## src/selfdiag_pkg.sv

```systemverilog
/*
 * Constants for the power-on self-diagnosis of the threshold switch:
 * timing figures in microseconds, cycle counts derived for the clock.
 * Assumes a single 100 MHz clock.
 */
package selfdiag_pkg;

    // ***************************************************************
    // Clock
    // ***************************************************************
    localparam int CLK_MHZ           = 100;

    // ***************************************************************
    // Timing figures in us
    // ***************************************************************
    localparam int HOLD_MIN_US       = 20;
    localparam int FALL_TYP_US       = 10;
    localparam int RISE_TYP_US       = 10;
    localparam int FIRST_OUT_TYP_US  = 30;
    localparam int PLAIN_PO_TYP_US   = 20;

    // ***************************************************************
    // Derived cycle counts (must fit CNT_W bits, passed as top parameters)
    // ***************************************************************
    localparam int HOLD_MIN_CYC      = HOLD_MIN_US * CLK_MHZ;
    localparam int FALL_TYP_CYC      = FALL_TYP_US * CLK_MHZ;
    localparam int RISE_TYP_CYC      = RISE_TYP_US * CLK_MHZ;
    localparam int FIRST_OUT_TYP_CYC = FIRST_OUT_TYP_US * CLK_MHZ;
    localparam int PLAIN_PO_TYP_CYC  = PLAIN_PO_TYP_US * CLK_MHZ;

    localparam int CNT_W             = 16;

    typedef enum logic [2:0] {
        ST_POWERUP  = 3'b000,
        ST_RELEASED = 3'b001,
        ST_DUMMY_LO = 3'b011,
        ST_DUMMY_HI = 3'b010,
        ST_NORMAL   = 3'b110
    } diag_state_t;

endpackage

```

## src/field_if.sv

```systemverilog
/*
 * Interface between the sequencer and its field comparator.
 * Assumes both ends share clk_i.
 */
`timescale 1ns/10ps
interface field_if;
    logic above_op;
    logic below_rel;
    logic drive_low;
    modport cmp (input above_op, input below_rel, output drive_low);
    modport seq (output above_op, output below_rel, input drive_low);
endinterface

```

## src/field_hysteresis.sv

```systemverilog
/*
 * Hysteresis comparator: output driver on above operate threshold,
 * off below release threshold, held otherwise.
 * Assumes threshold flags synchronous to clk_i.
 */
`timescale 1ns/10ps
module field_hysteresis (
    input  wire logic clk_i,
    input  wire logic srst_i,
    field_if.cmp      fld
);
    logic drv_q;
    logic drv_d;

    always_comb begin
        drv_d = drv_q;
        if (fld.above_op) begin
            drv_d = 1'b1; // RULE9
        end else if (fld.below_rel) begin
            drv_d = 1'b0; // RULE9
        end
    end

    always_ff @(posedge clk_i) begin
        if (srst_i) begin
            drv_q <= 1'b0;
        end else begin
            drv_q <= drv_d;
        end
    end

    assign fld.drive_low = drv_q;
endmodule

```

## src/selfdiag_top.sv

```systemverilog
/*
 * Power-on self-diagnosis sequencer of an open-drain threshold switch.
 * Assumes srst_i is the supply-good reset (rail at 90%), out_line_i is
 * the sensed level of the open-drain line, synchronous to clk_i.
 */
// Summary of operation
// [RULE1] Host powers sensor off and holds output line low to request diagnosis.
// [RULE2] Host powers on, holds low, releases no earlier than 20 us later.
// [RULE3] Line not held low through power-up, or released early: normal switching.
// [RULE4] After release sensor leaves line undriven so pull-up raises it.
// [RULE5] Sensor drives line low 5 to 15 us after release, typically 10.
// [RULE6] Sensor releases line 5 to 15 us after falling edge, typically 10.
// [RULE7] Then normal output, first real output 15 to 45 us after release.
// [RULE8] Host timestamps both dummy edges and checks their windows.
// [RULE9] Normal mode: driver on above operate, off below release threshold.
// [RULE10] Without diagnosis, valid output within 30 us of power-on.
// [RULE11] Host flags failure on missing or late dummy edge.
`timescale 1ns/10ps
module selfdiag_top
    import selfdiag_pkg::*;
#(
    parameter int HOLD_CYC  = HOLD_MIN_CYC,
    parameter int FALL_CYC  = FALL_TYP_CYC,
    parameter int RISE_CYC  = RISE_TYP_CYC,
    parameter int FIRST_CYC = FIRST_OUT_TYP_CYC,
    parameter int PO_CYC    = PLAIN_PO_TYP_CYC
) (
    input  wire logic clk_i,
    input  wire logic srst_i,
    input  wire logic out_line_i,
    input  wire logic field_above_op_i,
    input  wire logic field_below_rel_i,
    output logic      out_line_o,
    output logic      out_line_oe_o,
    output logic      diag_active_o,
    output logic      normal_mode_o
);

    // ***************************************************************
    // Comparator
    // ***************************************************************
    field_if fld ();
    assign fld.above_op  = field_above_op_i;
    assign fld.below_rel = field_below_rel_i;

    field_hysteresis u_cmp (
        .clk_i  (clk_i),
        .srst_i (srst_i),
        .fld    (fld)
    );

    // ***************************************************************
    // Sequencer
    // ***************************************************************
    diag_state_t        st_q;
    diag_state_t        st_d;
    logic [CNT_W-1:0]   cnt_q;
    logic [CNT_W-1:0]   cnt_d;
    logic               oe_q;
    logic               oe_d;

    function automatic logic reached(input logic [CNT_W-1:0] c, input int lim);
        reached = (32'(c) >= lim - 1);
    endfunction

    function automatic logic in_dummy(input diag_state_t s);
        in_dummy = (s == ST_DUMMY_LO) || (s == ST_DUMMY_HI);
    endfunction

    always_comb begin
        st_d  = st_q;
        oe_d  = 1'b0;
        cnt_d = cnt_q + CNT_W'(1);
        case (st_q)
            ST_POWERUP: begin
                // Line high during power-up means no request
                if (out_line_i) begin
                    if (reached(cnt_q, PO_CYC)) begin
                        st_d  = ST_NORMAL; // RULE3 RULE10
                        cnt_d = '0;
                    end
                end else if (reached(cnt_q, HOLD_CYC)) begin
                    st_d  = ST_RELEASED;
                    cnt_d = '0;
                end else begin
                    cnt_d = cnt_q + CNT_W'(1);
                end
            end
            ST_RELEASED: begin
                // Wait for host release, then the fall delay
                if (!out_line_i) begin
                    cnt_d = '0; // RULE4
                end else if (reached(cnt_q, FALL_CYC)) begin
                    st_d  = ST_DUMMY_LO; // RULE5
                    oe_d  = 1'b1;
                    cnt_d = '0;
                end
            end
            ST_DUMMY_LO: begin
                oe_d = 1'b1;
                if (reached(cnt_q, RISE_CYC)) begin
                    st_d  = ST_DUMMY_HI; // RULE6
                    oe_d  = 1'b0;
                    cnt_d = '0;
                end
            end
            ST_DUMMY_HI: begin
                if (reached(cnt_q, FIRST_CYC - FALL_CYC - RISE_CYC)) begin
                    st_d  = ST_NORMAL; // RULE7
                    cnt_d = '0;
                end
            end
            ST_NORMAL: begin
                cnt_d = '0;
                oe_d  = fld.drive_low; // RULE9
            end
            default: begin
                st_d  = ST_POWERUP;
                cnt_d = '0;
            end
        endcase
    end

    always_ff @(posedge clk_i) begin
        if (srst_i) begin
            st_q  <= ST_POWERUP;
            cnt_q <= '0;
            oe_q  <= 1'b0;
        end else begin
            st_q  <= st_d;
            cnt_q <= cnt_d;
            oe_q  <= oe_d;
        end
    end

    // Open drain: data is always low, only the enable moves
    assign out_line_o    = 1'b0;
    assign out_line_oe_o = oe_q;
    assign diag_active_o = (st_q == ST_RELEASED) || in_dummy(st_q);
    assign normal_mode_o = (st_q == ST_NORMAL);

    // ***************************************************************
    // Checks
    // ***************************************************************
    // Cycles since the host release was last seen, kept apart from
    // cnt_q so the edge timing is judged against an independent count
    logic [CNT_W-1:0]   since_rel_q;
    logic [CNT_W-1:0]   since_rel_d;

    always_comb begin
        since_rel_d = '0;
        if ((st_q == ST_RELEASED && out_line_i) || in_dummy(st_q)) begin
            since_rel_d = since_rel_q + CNT_W'(1);
        end
    end

    always_ff @(posedge clk_i) begin
        if (srst_i) begin
            since_rel_q <= '0;
        end else begin
            since_rel_q <= since_rel_d;
        end
    end
endmodule

```

## config.mk

```make
export PLATFORM = sky130hd
export DESIGN_NAME = selfdiag_top
export DESIGN_NICKNAME = d
export VERILOG_FILES = /design/src/selfdiag_pkg.sv /design/src/field_if.sv /design/src/field_hysteresis.sv /design/src/selfdiag_top.sv
export SDC_FILE = /design/constraint.sdc
export NUM_CORES = 1
export LEC_CHECK = 0
export BUFFER_PORTS_ARGS = -buffer_cell sky130_fd_sc_hd__buf_2
export CAP_MARGIN = 20
export CORE_UTILIZATION = 25
export CTS_BUF_LIST = sky130_fd_sc_hd__clkbuf_4
export DETAILED_ROUTE_END_ITERATION = 8
export GPL_TIMING_DRIVEN = 0
export SLEW_MARGIN = 20
export SYNTH_ARGS = -nofsm -noshare
export SYNTH_HDL_FRONTEND = slang
export SYNTH_HIERARCHICAL = 1
export SYNTH_SLANG_ARGS = --single-unit
```

## constraint.sdc

```tcl
create_clock -name clk_i -period 2.98 [get_ports clk_i]
set_clock_uncertainty 0.2 [all_clocks]
set_input_delay 0.596 -clock clk_i [delete_from_list [all_inputs] [get_ports clk_i]]
set_output_delay 0.596 -clock clk_i [all_outputs]
set_load 0.1 [all_outputs]
```

==> results of run 1 <==
==> worst register-to-register path, stage by stage (launching register included) <==
cell      delay [ns]
dfxtp_1         0.36
ha_1            0.26
a211o_1         0.32
a31oi_2         0.33
a311oi_1        0.23
a32o_1          0.29
==> logic make-up after synthesis <==
| group | Yosys count | synth area share |
|---|---|---|
| XOR/XNOR | 9 | 0.0751 |
| multiplexers | 1 | 0.00954 |
| AO/OA/AOI/OAI | 21 | 0.216 |
| other | 1 | 0.00357 |
| adder cells (fa/ha/maj) | 1 | 0.0119 |
| buffers and inverters | 11 | 0.0572 |
| flip-flops | 21 | 0.400 |
| AND/OR/NAND/NOR | 40 | 0.226 |
==> per-layer routing <==
metal	track usage	vias to the layer above
li1	-	405
met1	0.114	364
met2	0.164	10
met3	0.0360	2
met4	0.0239	0
met5	0	-
==> worst min-delay path by stage <==
| stage | from | to | slack, ns |
|---|---|---|---|
| after floorplan | u_cmp/fld.drive_low | out_line_oe_o | 0.24 |
| after global placement | u_cmp/fld.drive_low | u_cmp/fld.drive_low | 0.28 |
| after detailed placement | u_cmp/fld.drive_low | u_cmp/fld.drive_low | 0.29 |
| after CTS | srst_i | u_cmp/fld.drive_low | 0.28 |
| after global routing | srst_i | u_cmp/fld.drive_low | 0.26 |
| final | u_cmp/fld.drive_low | u_cmp/fld.drive_low | 0.30 |
==> registers in the layout, summed over array words and instances, names as in the netlist <==
| name | count |
|---|---|
| cnt_q | 16 |
| st_q | 3 |
| out_line_oe_o | 1 |
| u_cmp/fld.drive_low | 1 |
==> final cells by class <==
type | count | share of cell area
repair buffers | 7 | 0.0293
well taps | 50 | 0.0523
plain buffers | 6 | 0.0345
inverters | 5 | 0.0157
multi-input cells | 78 | 0.492
flip-flops and latches | 21 | 0.351
clock buffers | 4 | 0.0251
==> where the power goes <==
part           leakage [nW]  total, mW  switching, mW  internal (mW)
registers             0.172      0.320         0.0190          0.301
logic                 0.209      0.223          0.164         0.0595
clock network        0.0184      0.147         0.0856         0.0612
total                 0.400      0.690          0.268          0.422
==> cell usage after synthesis (all sizes together) (2+ instances only) <==
cell and n:
buf 3, nand2 5, a211oi 11, nand4 2, xnor2 8, nor3 5
a311o 2, nor2 8, or2 2, inv 5, nand2b 2, nand3 9
clkbuf 3, dfxtp 21, a21o 2
==> flow_summary_export.csv, run 1 <==
group,metric,value,unit
critical_path,max_stage_delay,0.44,ns
global_route,gr-total-overflow,0,
sta,hold_viol,0,
place,place_area,1170,sq um
layout,multi_input_area,588,sq um
clocking,clockRootBuffer,"clkbuf_4",
sta,tns,0,ns
floorplanning,initial_core_util,0.261,
power_and_ir_drop,p_leak,0.400,nW
place,dp.cells,167,
sta,period_share,0.806,
place,dpl.hpwl,1370,microns
critical_path,rr_endpoint,"st_q[0]",
yosys,synthCells,105,
clocking,cts_hold_buf,0,
yosys,syn_area_per_cell,10.0,sq um
yosys,ys_ff_latch,21,
yosys,synth_area_leaders,"dfxtp_1 (40%), a211oi_2 (12%), xnor2_1 (6.7%), nand3_1 (3.3%), nor2_1 (2.5%)",
critical_path,crit_type,"flip-flop to output pin",
sta,final-setup-viol-count,0,
critical_path,path_cells,"clkbuf_1 > and3b_1 > buf_2",
critical_path,critPathCaptureType,"output pin",
global_route,grt_pass1_vias,715,
power_and_ir_drop,p_per_area,577,nW/um^2
critical_path,r2r-start,"cnt_q[0]",
drt,totalWireLength,1840,microns
layout,final_cell_mix,"dfxtp_1 (21), a211oi_2 (10), xnor2_1 (8)",
sta,slew-limit-headroom,0.517,
sta,slew_violations,0,
drt,via_per_inst,4.57,
drt,met2_wirelength,880,microns
yosys,synthesis.area,1050,sq um
yosys,yosysSeqAreaShare,0.400,
floorplanning,die_w,66.8,microns
layout,fin_util,0.297,
power_and_ir_drop,total_power,690,uW
job,cap_violations,0,
yosys,yosysUniqueCellTypes,38,
drt,wl_met3,55,microns
critical_path,setup.worst_path.start,"st_q[1]",
sta,hold_slack,0.297,ns
critical_path,cp_top_family,"buffers and inverters",
power_and_ir_drop,peakVddDrop,0.579,mV
yosys,synth-edff-count,0,
critical_path,cp.arrival,1.61,ns
critical_path,critPathLaunchType,"flip-flop",
critical_path,r2r.worst_path.cells,5,
clocking,insertion_delay,0.30,ns
clocking,clockBufferDepth,2,
global_route,antenna_found_initial,0,
drt,dr.first_iter.drc_count,17,
clocking,cts_buffers,3,
yosys,async_flop_share,0,
sta,rsz0062_at_grt,"no",
floorplanning,die_area,4460,sq um
layout,final_area,1200,sq um
place,place_ws,0.920,ns
drt,drc_errors,0,
place,numPortBuffers,7,
floorplanning,core_area,4030,sq um
worst_hold_path,min_path_type,"flip-flop to flip-flop",
critical_path,rrSetupSlack,0.90,ns
layout,area_growth,13.9,%
clocking,cts_tree,"done",
layout,drive_above_1_share,0.289,
clocking,post-cts-setup-buffer-count,0,
critical_path,endpoint,"normal_mode_o",
worst_hold_path,min_path_cells,2,
yosys,yosysTopAreaCell,"dfxtp_1",
drt,top_layer,"met4",
critical_path,cp_num_buf_inv,2,
global_route,grt_start_max_net_pins,12,
sta,worst_slack,0.579,ns
critical_path,cp.depth,3,
clocking,cts-htree-levels,1,
sta,tightest_slew,0.725,ns
global_route,track_usage,0.0968,
drt,dr.pass1.iters,4,
drt,routedWlPerCell,10.8,microns
clocking,cts.clk_slew.worst_paths,0.11,ns
yosys,yosys_warnings,6,
floorplanning,ios,9,
yosys,synth_ff_type,"dfxtp_1",
layout,layout.nets,128,
yosys,synth_top_area_frac,0.400,
layout,nFillCells,436,
floorplanning,rows,23,
place,gp_congestion,0.851,
critical_path,required,2.18,ns
critical_path,cp_slowest_cell,"buf_2",
sta,min_period,2.40,ns
sta,fmax,416,MHz
clocking,cts_resized,0,
floorplanning,die_h,66.8,microns
status,status,"finished clean",
global_route,grt_pass1_wl,3170,microns
layout,regArea,420,sq um
drt,vias,781,
critical_path,worstPathMaxFanout,9,
layout,antenna_cells,0,
clocking,clock_sinks,21,
drt,met1_length,893,microns
layout,fin_cells,171,
layout,final_common_cell,"dfxtp_1",
drt,antenna_left,0,
(Power assumes the default switching activity.)
==> run 2, diff against run 1 <==
==> constraint.sdc (replaced) <==
create_clock -name clk_i -period 1.95 [get_ports clk_i]
set_clock_uncertainty 0.2 [all_clocks]
set_input_delay 0.39 -clock clk_i [delete_from_list [all_inputs] [get_ports clk_i]]
set_output_delay 0.39 -clock clk_i [all_outputs]
set_load 0.1 [all_outputs]
==> flow_summary_export.csv, run 2 (same netlist as run 1, synthesis figures left out) <==
group,metric,value,unit
global_route,grt_use_met3,0.0205,
clocking,cts_tree,"done",
global_route,antenna_found_initial,0,
clocking,cts-htree-levels,1,
critical_path,cp.arrival,1.32,ns
global_route,met2_usage,0.170,
drt,antenna_left,0,
clocking,clockRootBuffer,"clkbuf_4",
critical_path,critPathLaunchType,"flip-flop",
layout,largest_reg_flops,16,
floorplanning,die_area,4460,sq um
clocking,clock_sinks,21,
sta,slew-limit-headroom,0.535,
critical_path,setup.worst_path.start,"st_q[2]",
clocking,cts.clk_slew.worst_paths,0.13,ns
drt,via_per_inst,4.59,
drt,routedWlPerCell,11.2,microns
critical_path,crit_type,"flip-flop to output pin",
layout,final_cell_mix,"dfxtp_1 (19), a211oi_2 (10), xnor2_1 (8)",
job,cap_violations,0,
layout,largest-register,"cnt_q",
floorplanning,die_w,66.8,microns
global_route,gr-total-overflow,0,
drt,dr.pass1.iters,4,
place,dpl.hpwl,1400,microns
layout,drive_above_1_share,0.363,
layout,layout.nets,131,
power_and_ir_drop,peakVddDrop,0.799,mV
sta,fmax,522,MHz
place,gp_congestion,0.880,
place,numPortBuffers,7,
power_and_ir_drop,p_per_area,856,nW/um^2
sta,period_share,0.982,
global_route,grt_pass1_wl,3200,microns
power_and_ir_drop,p_leak,0.415,nW
floorplanning,rows,23,
sta,tns,0,ns
worst_hold_path,hold_start,"srst_i",
layout,final_area,1250,sq um
sta,final-setup-viol-count,0,
global_route,grt_pass1_vias,738,
power_and_ir_drop,pwr-share-clk,0.195,
floorplanning,initial_core_util,0.261,
place,place_ws,-0.144,ns
global_route,busiest_layer,"met2",
place,place_area,1170,sq um
drt,vias,798,
power_and_ir_drop,pwr-share-seq,0.477,
sta,min_period,1.91,ns
floorplanning,ios,9,
floorplanning,die_h,66.8,microns
status,status,"finished clean",
clocking,cts_buffers,3,
sta,hold_viol,0,
layout,area_growth,19.3,%
drt,totalWireLength,1950,microns
global_route,grt_start_max_net_pins,13,
power_and_ir_drop,p_int,644,uW
power_and_ir_drop,power_switching,428,uW
clocking,clockBufferDepth,2,
global_route,gr-usage-met1,0.114,
layout,largestRegisters,"cnt_q x16, st_q x3",
critical_path,required,1.36,ns
layout,final_common_cell,"dfxtp_1",
drt,drc_errors,0,
worst_hold_path,min_path_type,"input port to flip-flop",
critical_path,r2r-start,"cnt_q[0]",
layout,fin_util,0.311,
critical_path,critPathCaptureType,"output pin",
drt,dr.first_iter.drc_count,17,
layout,antenna_cells,0,
layout,nFillCells,419,
critical_path,worstPathMaxFanout,6,
global_route,track_usage,0.0974,
sta,worst_slack,0.0353,ns
sta,tightest_slew,0.697,ns
sta,slew_violations,0,
sta,rsz0062_at_grt,"yes",
power_and_ir_drop,p_sw_frac,0.399,
clocking,insertion_delay,0.30,ns
clocking,cts_hold_buf,0,
power_and_ir_drop,comb_power_share,0.328,
floorplanning,core_area,4030,sq um
## run 2: changes by cell type in the layout (fill, tap and decap cells not counted), moves of 2 or more
cell,before,now
dfxtp_2,0,2
buf_4,1,6
dfxtp_1,21,19
buf_2,7,5
## run 2: power by group through the flow
stage               clock (mW)  sequential, mW  combinational (mW)
detailed placement           0           0.500               0.350
floorplan                    0           0.509               0.282
CTS                      0.223           0.505               0.352
global placement             0           0.500               0.343
finish                   0.208           0.511               0.352
global route             0.239           0.516               0.374
## run 2: area by class of cell
cell class	instances	area, sq um	share of cell area
clock inverter	1	5.00	0.00400
clock buffer	3	22.5	0.0180
buffer	5	37.5	0.0300
timing repair buffer	11	73.8	0.0589
tap	50	62.6	0.0500
sequential	21	423	0.338
multi-input combinational	78	609	0.487
inverter	5	18.8	0.0150
## run 2: per-stage QoR
step,hold WS [ns],power (mW),cells
after floorplan,0.240,0.791,110
after global placement,0.279,0.843,167
after detailed placement,0.286,0.851,167
after CTS,0.0653,1.08,171
after global routing,0.0657,1.13,174
final,0.0760,1.07,174
## run 2: routing by layer
layer  vias up  part of all wire
met5         -                 0
met4         0            0.0072
met3         2             0.024
met2        10              0.51
met1       375              0.46
li1        411                 -
## run 2: repair_timing
item,in CTS,in global routing
endpoints found under the setup margin,15,13
buffers inserted,1,3
pin swaps,1,2
gates resized for setup,6,2
## run 2: worst paths after layout
kind	end	slack [ns]	cells past startpoint
max	normal_mode_o	0.04	2
min	u_cmp/fld.drive_low	0.08	2
max reg2reg	cnt_q[2]	0.06	6
min reg2reg	cnt_q[0]	0.25	1
## run 2: worst max-delay path, cell delays in order, from the launching register on
cell and delay, ns:
dfxtp_1 0.51, and3b_2 0.28, buf_6 0.23
==> run 3, diff against run 2 <==
--- a/config.mk
+++ b/config.mk
@@ -10,7 +10,6 @@
 export CORE_UTILIZATION = 25
 export CTS_BUF_LIST = sky130_fd_sc_hd__clkbuf_4
 export DETAILED_ROUTE_END_ITERATION = 8
-export GPL_TIMING_DRIVEN = 0
 export SLEW_MARGIN = 20
 export SYNTH_ARGS = -nofsm -noshare
 export SYNTH_HDL_FRONTEND = slang
==> constraint.sdc (replaced) <==
create_clock -name clk_i -period 1.95 [get_ports clk_i]
set_clock_uncertainty 0.2 [all_clocks]
set_input_delay 0.195 -clock clk_i [delete_from_list [all_inputs] [get_ports clk_i]]
set_output_delay 0.195 -clock clk_i [all_outputs]
set_load 0.1 [all_outputs]
==> flow_summary_export.csv, run 3 (same netlist as run 1, synthesis figures left out) <==
group,metric,value,unit
clocking,cts_tree,"done",
power_and_ir_drop,p_sw_frac,0.393,
critical_path,worstPathMaxFanout,9,
global_route,track_usage,0.0928,
floorplanning,die_h,66.8,microns
clocking,clock_sinks,21,
worst_hold_path,min_path_type,"input port to flip-flop",
drt,antenna_left,0,
layout,largestRegisters,"cnt_q x16, st_q x3",
layout,layout.nets,134,
power_and_ir_drop,p_int,638,uW
clocking,cts-htree-levels,1,
drt,dr.pass1.iters,4,
clocking,cts_buffers,3,
floorplanning,die_w,66.8,microns
critical_path,cp.arrival,1.49,ns
power_and_ir_drop,pwr-share-seq,0.482,
critical_path,cp_slowest_cell,"dfxtp_1",
place,dpl.hpwl,1450,microns
power_and_ir_drop,peakVddDrop,0.564,mV
sta,slew_violations,0,
drt,totalWireLength,1890,microns
critical_path,path_cells,"nor2_1 > nor2_2 > buf_2",
layout,largest_reg_flops,16,
sta,final-setup-viol-count,0,
drt,routedWlPerCell,10.7,microns
sta,fmax,531,MHz
layout,antenna_cells,0,
critical_path,critPathLaunchType,"flip-flop",
layout,largest-register,"cnt_q",
clocking,clockBufferDepth,2,
place,place_ws,0.0391,ns
power_and_ir_drop,p_leak,0.438,nW
clocking,cts.clk_slew.worst_paths,0.12,ns
clocking,insertion_delay,0.29,ns
global_route,gr-total-overflow,0,
place,dp.cells,170,
sta,period_share,0.965,
floorplanning,initial_core_util,0.261,
global_route,grt_start_max_net_pins,13,
global_route,grt_pass1_vias,766,
layout,drive_above_1_share,0.362,
power_and_ir_drop,p_per_area,815,nW/um^2
power_and_ir_drop,comb_power_share,0.325,
sta,min_period,1.88,ns
place,place_area,1200,sq um
power_and_ir_drop,power_switching,413,uW
place,numPortBuffers,7,
place,gp_congestion,0.852,
layout,fin_cells,177,
layout,nFillCells,422,
status,status,"finished clean",
critical_path,crit_type,"flip-flop to output pin",
drt,vias,824,
global_route,grt_pass1_wl,3190,microns
drt,dr.first_iter.drc_count,17,
drt,drc_errors,0,
global_route,antenna_found_initial,0,
critical_path,required,1.55,ns
job,cap_violations,0,
floorplanning,rows,23,
floorplanning,ios,9,
layout,final_area,1290,sq um
drt,via_per_inst,4.66,
power_and_ir_drop,pwr-share-clk,0.193,
floorplanning,core_area,4030,sq um
sta,hold_viol,0,
sta,rsz0062_at_grt,"yes",
layout,area_growth,22.9,%
clocking,clockRootBuffer,"clkbuf_4",
layout,final_common_cell,"dfxtp_1",
critical_path,max_stage_delay,0.50,ns
sta,worst_slack,0.0684,ns
floorplanning,die_area,4460,sq um
critical_path,critPathCaptureType,"output pin",
layout,final_cell_mix,"dfxtp_1 (21), a211oi_2 (10), xnor2_1 (8), buf_4 (8), nand3_1 (7)",
[run 3: worst paths after layout]
check / to / depth (start not counted) / start / slack [ns]
worst min-delay path: out_line_oe_o / 4 / out_line_i / 0.10
worst min register to register: out_line_oe_o / 2 / u_cmp/fld.drive_low / 0.32
worst max register to register: cnt_q[4] / 5 / cnt_q[15] / 0.07
worst max-delay path: diag_active_o / 3 / st_q[1] / 0.07
[run 3: metrics by stage]
stage	setup TNS (ns)	power (mW)	hold WS, ns	util
after floorplan	0	0.791	0.0574	-
after global placement	0	0.841	0.208	0.297
after detailed placement	0	0.840	0.211	0.297
after CTS	0	1.05	0.0904	0.311
after global routing	-0.0196	1.10	0.124	0.320
final	0	1.05	0.102	0.320
[run 3: critical path: cells and delay by family, from the launching register on]
family	cells	cell delay, ns
buffers and inverters	1	0.42
and+or+nand+nor	2	0.26
DFF	1	0.50
[run 3: power groups by stage]
stage               Combinational (mW)  Clock [mW]  Sequential (mW)
global route                     0.363       0.228            0.512
floorplan                        0.282           0            0.509
finish                           0.341       0.203            0.507
CTS                              0.330       0.216            0.504
global placement                 0.326           0            0.515
detailed placement               0.326           0            0.514
[run 3: layout make-up]
| cell class | count | area (sq um) | share of cell area |
|---|---|---|---|
| clock inverter | 1 | 5.00 | 0.00388 |
| timing repair buffer | 19 | 140 | 0.109 |
| inverter | 5 | 18.8 | 0.0145 |
| clock buffer | 3 | 22.5 | 0.0175 |
| multi-input combinational | 78 | 621 | 0.481 |
| tap | 50 | 62.6 | 0.0485 |
| sequential | 21 | 420 | 0.326 |
[run 3: what timing repair did]
item | 4_1_cts | 5_1_grt
endpoints found under the hold margin | 1 | 0
pin swaps | 0 | 2
buffers inserted | 0 | 1
gates resized for setup | 1 | 6
hold buffers | 2 | 0
endpoints found under the setup margin | 1 | 15
[run 3: routing by layer]
| metal | global-route usage | vias up | share of wire |
|---|---|---|---|
| li1 | - | 415 | - |
| met1 | 0.113 | 391 | 0.49 |
| met2 | 0.163 | 16 | 0.47 |
| met3 | 0.0154 | 2 | 0.029 |
| met4 | 0.0319 | 0 | 0.0048 |
| met5 | 0 | - | 0 |
